### src/rtl/crs_pkg.sv
// ==========================================================
// Core register set constants and types
package crs_pkg;
    // Widths
    localparam int PC_W = 16;
    localparam int DATA_W = 8;
    localparam int PROG_AW_DEF = 14;
    // Flag bit positions
    localparam int FLAG_GIE = 0;
    localparam int FLAG_ZERO = 1;
    localparam int FLAG_CARRY = 2;
    localparam int FLAG_SUPER = 3;
    localparam int FLAG_BANK = 4;
    // Reset values and masks
    localparam logic [7:0] FLAGS_RST = 8'h02;
    localparam logic [7:0] FLAGS_WMASK = 8'h17;
    localparam logic [7:0] REG_RST = 8'h00;
    localparam logic [15:0] PC_RST = 16'h0000;
    localparam logic [7:0] ZERO_BYTE = 8'h00;
    // Stack pointer movement per stack instruction
    localparam logic [7:0] SP_STEP_1 = 8'h01;
    localparam logic [7:0] SP_STEP_2 = 8'h02;
    localparam logic [7:0] SP_STEP_3 = 8'h03;

    // Destination of an executed operation
    typedef enum logic [2:0] {
        DST_NONE, DST_A, DST_X, DST_SP, DST_F
    } crs_dest_type;
    // Logical operations that may target the flags
    typedef enum logic [1:0] {
        FLOG_AND, FLOG_OR, FLOG_XOR
    } crs_flog_type;
    // Stack instructions
    typedef enum logic [2:0] {
        STK_NONE, STK_PUSH, STK_POP, STK_CALL, STK_LONG_CALL_INSTR, STK_RET, STK_RETURN_FROM_IRQ_INSTR
    } crs_stack_type;

    // Result of one executed operation
    typedef struct packed {
        logic valid;
        crs_dest_type dest;
        crs_flog_type flog;
        logic [7:0] value;
        logic carry;
        logic upd_zero;
        logic upd_carry;
    } crs_alu_type;
    // Program counter command
    typedef struct packed {
        logic load;
        logic [15:0] target;
        logic inc;
        logic [1:0] step;
    } crs_pc_cmd_type;
endpackage

### src/rtl/crs_core_regs.sv
`timescale 1ns/100ps
// Notes on behaviour
// [RULE1] 16-bit PC, flat 16K program space
// [RULE2] Accumulator takes every source-mode result
// [RULE3] Index register supplies indexed address offset
// [RULE4] Stack instructions move the stack pointer
// [RULE5] Swap and add may also write SP
// [RULE6] Zero bit1, carry bit2, supervisor bit3
// [RULE7] Flag bit0 gates all interrupts globally
// [RULE8] Flag bit4 selects register bank
// [RULE9] Supervisor bit read-only to user code
// [RULE10] Carry flag reflects last operation carry
// [RULE11] Zero flag reflects last zero result
// [RULE12] Operations update flags per own enables
// [RULE13] Flags as destination written only by logical instructions
// [RULE14] Core registers not in peripheral space
// [RULE15] Stack pointer 8 bits, resets zero
// [RULE16] Index register 8 bits, resets zero
// [RULE17] Reserved flag bits read zero always
module crs_core_regs
    import crs_pkg::*;
#(
    parameter int PROG_AW = PROG_AW_DEF
) (
    // Clock and reset
    input wire logic clk_i,
    input wire logic sys_rst_i,
    // Execution results
    input wire crs_alu_type alu_i,
    input wire crs_stack_type stack_op_i,
    input wire crs_pc_cmd_type pc_cmd_i,
    // Supervisor entry and exit
    input wire logic sup_enter_i,
    input wire logic sup_exit_i,
    // Interrupt gating
    input wire logic irq_req_i,
    output logic irq_take_o,
    // Register contents
    output logic [PC_W-1:0] pc_o,
    output logic [PROG_AW-1:0] prog_addr_o,
    output logic [DATA_W-1:0] acc_o,
    output logic [DATA_W-1:0] index_o,
    output logic [DATA_W-1:0] sp_o,
    output logic [DATA_W-1:0] flags_o,
    output logic reg_bank_select_o
);

    // ==========================================================
    // Elaboration check
    if (PROG_AW < 1 || PROG_AW > PC_W) begin
        $error("PROG_AW must lie between 1 and PC_W");
    end

    // ==========================================================
    // State
    logic [PC_W-1:0] pc_ff, nxt_pc;
    logic [7:0] acc_ff, nxt_acc;
    logic [7:0] idx_ff, nxt_idx;
    logic [7:0] sp_ff, nxt_sp;
    logic [7:0] flags_ff, nxt_flags;
    logic [7:0] flog_res;
    logic alu_sp;

    // ==========================================================
    // Program counter
    always_comb begin
        nxt_pc = pc_ff;
        // [RULE1] flat 16-bit count
        if (pc_cmd_i.load) begin
            nxt_pc = pc_cmd_i.target;
        end else if (pc_cmd_i.inc) begin
            nxt_pc = pc_ff + {14'h0000, pc_cmd_i.step};
        end
    end

    // ==========================================================
    // Accumulator and index
    always_comb begin
        nxt_acc = acc_ff;
        nxt_idx = idx_ff;
        // [RULE2] result into accumulator
        if (alu_i.valid && alu_i.dest == DST_A) begin
            nxt_acc = alu_i.value;
        end
        // [RULE16] index load
        if (alu_i.valid && alu_i.dest == DST_X) begin
            nxt_idx = alu_i.value;
        end
    end

    // ==========================================================
    // Stack pointer; a swap or add on SP wins over a stack move
    assign alu_sp = alu_i.valid && alu_i.dest == DST_SP;

    always_comb begin
        nxt_sp = sp_ff;
        // [RULE5] swap or add result
        if (alu_sp) begin
            nxt_sp = alu_i.value;
        end else begin
            // [RULE4] stack instruction moves
            unique case (stack_op_i)
                STK_PUSH: nxt_sp = sp_ff + SP_STEP_1;
                STK_POP: nxt_sp = sp_ff - SP_STEP_1;
                STK_CALL: nxt_sp = sp_ff + SP_STEP_2;
                STK_LONG_CALL_INSTR: nxt_sp = sp_ff + SP_STEP_2;
                STK_RET: nxt_sp = sp_ff - SP_STEP_2;
                STK_RETURN_FROM_IRQ_INSTR: nxt_sp = sp_ff - SP_STEP_3;
                default: nxt_sp = sp_ff;
            endcase
        end
    end

    // ==========================================================
    // Flags
    always_comb begin
        unique case (alu_i.flog)
            FLOG_AND: flog_res = flags_ff & alu_i.value;
            FLOG_OR: flog_res = flags_ff | alu_i.value;
            FLOG_XOR: flog_res = flags_ff ^ alu_i.value;
            default: flog_res = flags_ff;
        endcase
    end

    always_comb begin
        nxt_flags = flags_ff;
        if (alu_i.valid && alu_i.dest == DST_F) begin
            // [RULE13] logical write, masked bits
            nxt_flags = (flog_res & FLAGS_WMASK) | (flags_ff & ~FLAGS_WMASK);
        end else if (alu_i.valid) begin
            // [RULE12] per-operation flag enables
            if (alu_i.upd_zero) begin
                // [RULE11] zero result
                nxt_flags[FLAG_ZERO] = (alu_i.value == ZERO_BYTE);
            end
            if (alu_i.upd_carry) begin
                // [RULE10] carry out
                nxt_flags[FLAG_CARRY] = alu_i.carry;
            end
        end
        // [RULE9] only hardware entry and exit
        if (sup_enter_i) begin
            nxt_flags[FLAG_SUPER] = 1'b1;
        end else if (sup_exit_i) begin
            nxt_flags[FLAG_SUPER] = 1'b0;
        end
        // [RULE17] reserved bits held low
        nxt_flags[7:5] = 3'b000;
    end

    // ==========================================================
    // Registers
    always_ff @(posedge clk_i) begin
        // [RULE15] power-on values
        if (sys_rst_i) begin
            pc_ff <= PC_RST;
            acc_ff <= REG_RST;
            idx_ff <= REG_RST;
            sp_ff <= REG_RST;
            flags_ff <= FLAGS_RST;
        end else begin
            pc_ff <= nxt_pc;
            acc_ff <= nxt_acc;
            idx_ff <= nxt_idx;
            sp_ff <= nxt_sp;
            flags_ff <= nxt_flags;
        end
    end

    // ==========================================================
    // Outputs; no register-space port exists for these
    // [RULE14] read-only views only
    assign pc_o = pc_ff;
    assign prog_addr_o = pc_ff[PROG_AW-1:0];
    assign acc_o = acc_ff;
    // [RULE3] offset for indexed modes
    assign index_o = idx_ff;
    assign sp_o = sp_ff;
    // [RULE6] flag layout
    assign flags_o = flags_ff;
    // [RULE8] bank select
    assign reg_bank_select_o = flags_ff[FLAG_BANK];
    // [RULE7] global enable gate
    assign irq_take_o = irq_req_i & flags_ff[FLAG_GIE];
endmodule

### config.mk
export PLATFORM = sky130hd
export DESIGN_NAME = crs_core_regs
export DESIGN_NICKNAME = d
export VERILOG_FILES = /design/src/rtl/crs_pkg.sv /design/src/rtl/crs_core_regs.sv
export SDC_FILE = /design/constraint.sdc
export NUM_CORES = 1
export LEC_CHECK = 0
export ABC_AREA = 1
export BUFFER_PORTS_ARGS = -buffer_cell sky130_fd_sc_hd__buf_2
export CAP_MARGIN = 15
export CORE_UTILIZATION = 45
export DETAILED_ROUTE_END_ITERATION = 10
export GPL_ROUTABILITY_DRIVEN = 0
export PLACE_DENSITY = 0.73
export SYNTH_ARGS = -nofsm -noshare
export SYNTH_HDL_FRONTEND = slang
export SYNTH_SLANG_ARGS = --single-unit
### constraint.sdc
create_clock -name clk_i -period 4.22 [get_ports clk_i]
set_input_delay 0.422 -clock clk_i [delete_from_list [all_inputs] [get_ports clk_i]]
set_output_delay 0.422 -clock clk_i [all_outputs]
set_load 0.01 [all_outputs]
## Yosys cells after proc, flatten, opt, wreduce, memory -nomap -nowiden

Cells that the tools add are included.

- Register bits after elaboration: 45
- Bits of input ports: 45
- Word-level logic and storage cells: 58
- Output and inout port bits: 64

- Eq/ne operators: 12
- Bitwise operators: 5
- Reduce and logical (&&, ||, !) cells: 15
- Muxes and demuxes: 12
- Add/subtract/negate cells: 6

Operators by type and width:

| kind | number |
|---|---|
| $pmux 8 s5 | 1 |
| $mux 16 | 2 |
| $add 16x2->16 | 1 |
| $sub 8x2->8 const B | 2 |
| $pmux 5 s3 | 1 |
| $eq 3x2->1 const B | 4 |
| $eq 3x3->1 const B | 4 |
| $add 8x1->8 const B | 1 |
| $add 8x2->8 const B | 1 |
| $logic_not 8->1 | 1 |
| $mux 8 | 1 |
| $reduce_bool 2->1 | 4 |
| $sub 8x1->8 const B | 1 |
| $eq 3x1->1 const B | 2 |
| $reduce_bool 6->1 | 1 |
| $and 5x5->5 | 1 |
| $mux 1 | 5 |
| $or 5x4->5 | 1 |
| $or 5x5->5 | 1 |
| $xor 5x5->5 | 1 |
| $logic_and 1x1->1 | 4 |
| $mux 2 | 2 |
| $reduce_and 2->1 | 2 |
| $reduce_bool 3->1 | 1 |
| other kinds (5) | 5 |

## Logic depth before layout (Yosys ltp)

- Depth after elaboration: 6
- Depth in mapped cells: 17

## Worst setup path after synthesis

OpenSTA, ideal clock, no wires.

- Path kind: in2reg
- Start point: input stack_op_i[0]
- End point: register sp_ff[6], in the netlist sp_o[6]
- Stages on the path: 14
- Arrival: 2.151 ns
- Path slack: 1.937 ns
- Cell sequence: buf_4 nor2_1 inv_1 nor2_1 inv_1 fa_1 inv_1 nand4_1 nand3_1 a21oi_1 o21ai_0 nand2_1 nand2_1 a21oi_2

- Word-level cells in the longest chain between the ends: 4

Ends and longest elaborated chain:

| what | RTL line | text |
|---|---|---|
| start, declared | crs_core_regs.sv:30 | `input wire crs_stack_type stack_op_i,` |
| $eq 3x3->1 or $eq 3x2->1 (tied branches) | crs_core_regs.sv:102 | `unique case (stack_op_i)` |
| $reduce_or 2->1 (no source line) | - |  |
| $pmux 8 s5 | crs_core_regs.sv:102 |  |
| $mux 8 | crs_core_regs.sv:98 | `if (alu_sp) begin` |
| end signal, assigned | crs_core_regs.sv:165 | `sp_ff <= nxt_sp;` |
| end, declared | crs_core_regs.sv:59 | `logic [7:0] sp_ff, nxt_sp;` |

Parallel ways exist; a longest one is shown, timed or not.
A chain may end at the register's enable or synchronous reset.

## Final worst setup path

- Start point: input stack_op_i[1]
- End point: register sp_ff[6], in the netlist sp_o[6]

The elaborated chain is that of the path after synthesis.

==> results.md <==
- Status: completed
- Die Ht: ~87 um
- First drt pass iteration count: 4
- Worst Setup Start Kind: primary input
- GRT Overall Usage: ~22%
- Largest net degree at the start of global routing: 30
- Die X: about 87 um
- Post-synthesis instance total: approximately 460
- Initial antenna violation count: 0
- Crit share post-route: 54.9%
- Hold Vio Cnt, Final: 0
- Critical Path End Type: register
- Yosys reg bits: between 40 and 50
- Fin. max-slew vios: 0
- Path depth of the worst reg2reg path: 11
- Pwr Density: around 300 nW/um2
- Synth cell count leaders: nand2_1 (85), inv_1 (70), dfxtp_1 (45)
- Critical Path RT: ~4.4 ns
- Synth top area cells: dfxtp_1 (28%), nand2_1 (9.9%), inv_1 (8.1%), ha_1 (7.0%), a21oi_1 (5.7%)
- CP max FO: 9
- TritonCTS buffer count: 5
- Avg Cell Area, Syn: ~7.1 um2
- Highest Clock Rate: ~430 MHz
- Number of synthesized flops with an enable pin: 0
- Nets@finish: between 600 and 700
- # DRC: 0
- Area of the core: roughly 6900 um2
- H-tree levels: 2
- Cells after DPL: between 600 and 700
- Root buffer cell: clkbuf_8
- # port buffers: around 110
- RSZ-0062 raised after global routing: false
- HP Class: primary input to register
- Global route total overflow: 0
- Postcts setup bufs: 0
- # setup viols final: 0
- Clock sinks: between 40 and 50
- Synth area leader: dfxtp_1
- Share of cells above drive strength 1: approximately 25%
- Initial Util: roughly 47%
- Average wire per cell in the routed design: between 10 and 15 um
- Hold Buf Count CTS: 0
- Post-synth top area share: 27.8%
- FFs w/ async S/R, synth: 0%
- DR vias/cell: just over 5
- Vias in the first global route: approximately 3000
- I/O pin total: approximately 110
- Peak supply drop: about 0.00019 V
- Post-Synthesis Cell Area: 3240 um2
- ANT nets after route: 0
- Yosys cell types: 44
- Total wire length: 8.29 mm
- Period minus WS final: around 2.3 ns
- Reg clk slew, reported paths: 0.08 ns
- Worst Path Class, Setup: primary input to register
- 1st-iter DRT viols: between 100 and 150
- Via count: about 3300
- First-pass GRT wire length: 13.4 mm
- Clock Skew: 0.00821 ns
- Slew headroom: 49.6%
- Clock buffer depth: 2
- Setup tns final: 0 ns
- HPWL Detailed: 6.41 mm
- Worst-Skew Late Latency: roughly 0.30 ns
- Area grow syn2layout: 18.4%
- Slew @ Worst Pin: 0.756 ns
- Pleak: between 1.5 and 2 nW
- Count leader, synth: nand2_1
- Post-route insts no fill: approximately 640
- Layout fillers: around 700
- Worst path arrival time: approximately 2.5 ns
- Sequential area share after synthesis: between 20 and 30%
- Hold path cells: 3
- Ant diodes: 0
- CTS resizes: 0
- Yosys Warn Count: 0
- CTS tree: built
- Post-synth top flop: dfxtp_1
- Site row count: 30
- Die area: around 7500 um2
- Max-cap violations: 0
[report_power, final]
group	switching [mW]	leakage (nW)	internal [mW]	total, mW
sequential	0.0354	0.370	0.452	0.488
combinational	0.181	1.56	0.113	0.295
clock	0.154	0.0687	0.238	0.392
total	0.370	1.99	0.804	1.17
[critical path, cell delays in order]
cell and delay [ns]:
buf_2 0.10, inv_2 0.09, nor2_1 0.48, inv_1 0.12, nor2_1 0.15, inv_1 0.07
fa_1 0.40, inv_1 0.10, nand4_1 0.10, nand3_1 0.11, a21oi_1 0.06, o21ai_0 0.10
nand2_1 0.07, nand2_1 0.07, a21oi_2 0.05
[flip-flops by register name, summed over array words and instances (netlist names)]
| name | flops |
|---|---|
| pc_o | 16 |
| acc_o | 8 |
| index_o | 8 |
| sp_o | 8 |
| flags_o | 5 |
[layer usage]
| metal | up-vias | global-route usage (%) | share of wire, % |
|---|---|---|---|
| li1 | 1663 | - | - |
| met1 | 1515 | 29.3 | 45 |
| met2 | 110 | 37.5 | 47 |
| met4 | 0 | 5.15 | 1.1 |
| met3 | 9 | 4.95 | 6.6 |
| met5 | - | 0 | 0 |
[kinds of logic after synthesis]
family / count (synthesis) / share of synthesized area (%)
other: 1 / 0.116
buffers and inverters: 101 / 14.3
flip-flops: 45 / 27.8
AND/OR/NAND/NOR: 160 / 24.0
XOR/XNOR: 20 / 5.41
AO/OA/AOI/OAI: 111 / 20.2
adder cells (fa/ha/maj): 20 / 8.19
[layout make-up]
| type | instances | area [um2] | share of cell area [%] |
|---|---|---|---|
| multi-input combinational | 314 | 1880 | 49.1 |
| inverter | 71 | 267 | 6.95 |
| tap | 96 | 120 | 3.13 |
| timing repair buffer | 105 | 526 | 13.7 |
| clock inverter | 3 | 68.8 | 1.80 |
| sequential | 45 | 901 | 23.5 |
| clock buffer | 5 | 68.8 | 1.80 |
[metrics by stage]
step	setup WS (ns)	power (mW)	hold WS, ns	cell area (um2)	utilization [%]
2_1_floorplan	1.94	0.697	0.524	3250	-
3_3_place_gp	1.77	0.781	0.460	3690	53.8
3_5_place_dp	1.63	0.790	0.473	3690	53.8
4_1_cts	1.94	1.18	0.329	3830	55.8
5_1_grt	1.65	1.24	0.360	3830	55.8
6_report	1.90	1.17	0.331	3830	55.8
[cell usage in the layout (no fill, tap or decap), types with 3 or more instances in the layout]
| cell type | netlist | final |
|---|---|---|
| o31ai_1 | 3 | 3 |
| a21oi_2 | 4 | 4 |
| xnor2_1 | 4 | 4 |
| a211oi_1 | 4 | 4 |
| ha_1 | 18 | 18 |
| nor2_1 | 23 | 23 |
| buf_2 | 1 | 105 |
| xor2_1 | 16 | 16 |
| o22ai_1 | 3 | 3 |
| clkbuf_8 | 0 | 5 |
| conb_1 | 1 | 3 |
| nand3_1 | 23 | 23 |
| a31oi_1 | 9 | 9 |
| inv_1 | 70 | 70 |
| nand2_1 | 85 | 85 |
| nand4_1 | 11 | 11 |
| a21oi_1 | 37 | 37 |
| a22oi_1 | 3 | 3 |
| dfxtp_1 | 45 | 45 |
| o21ai_0 | 35 | 35 |
| nand2_2 | 5 | 5 |
[final timing paths]
kind	start	endpoint	slack (ns)
worst min register to register	flags_o[3]$_SDFFE_PP0P_	flags_o[3]$_SDFFE_PP0P_	0.49
worst min-delay path	sup_enter_i	flags_o[3]$_SDFFE_PP0P_	0.33
worst max-delay path	stack_op_i[1]	sp_o[6]$_SDFFE_PP0P_	1.90
worst max register to register	pc_o[0]$_SDFFE_PP0P_	pc_o[14]$_SDFFE_PP0P_	2.08
Note: power is estimated with default switching activity, not from simulation.
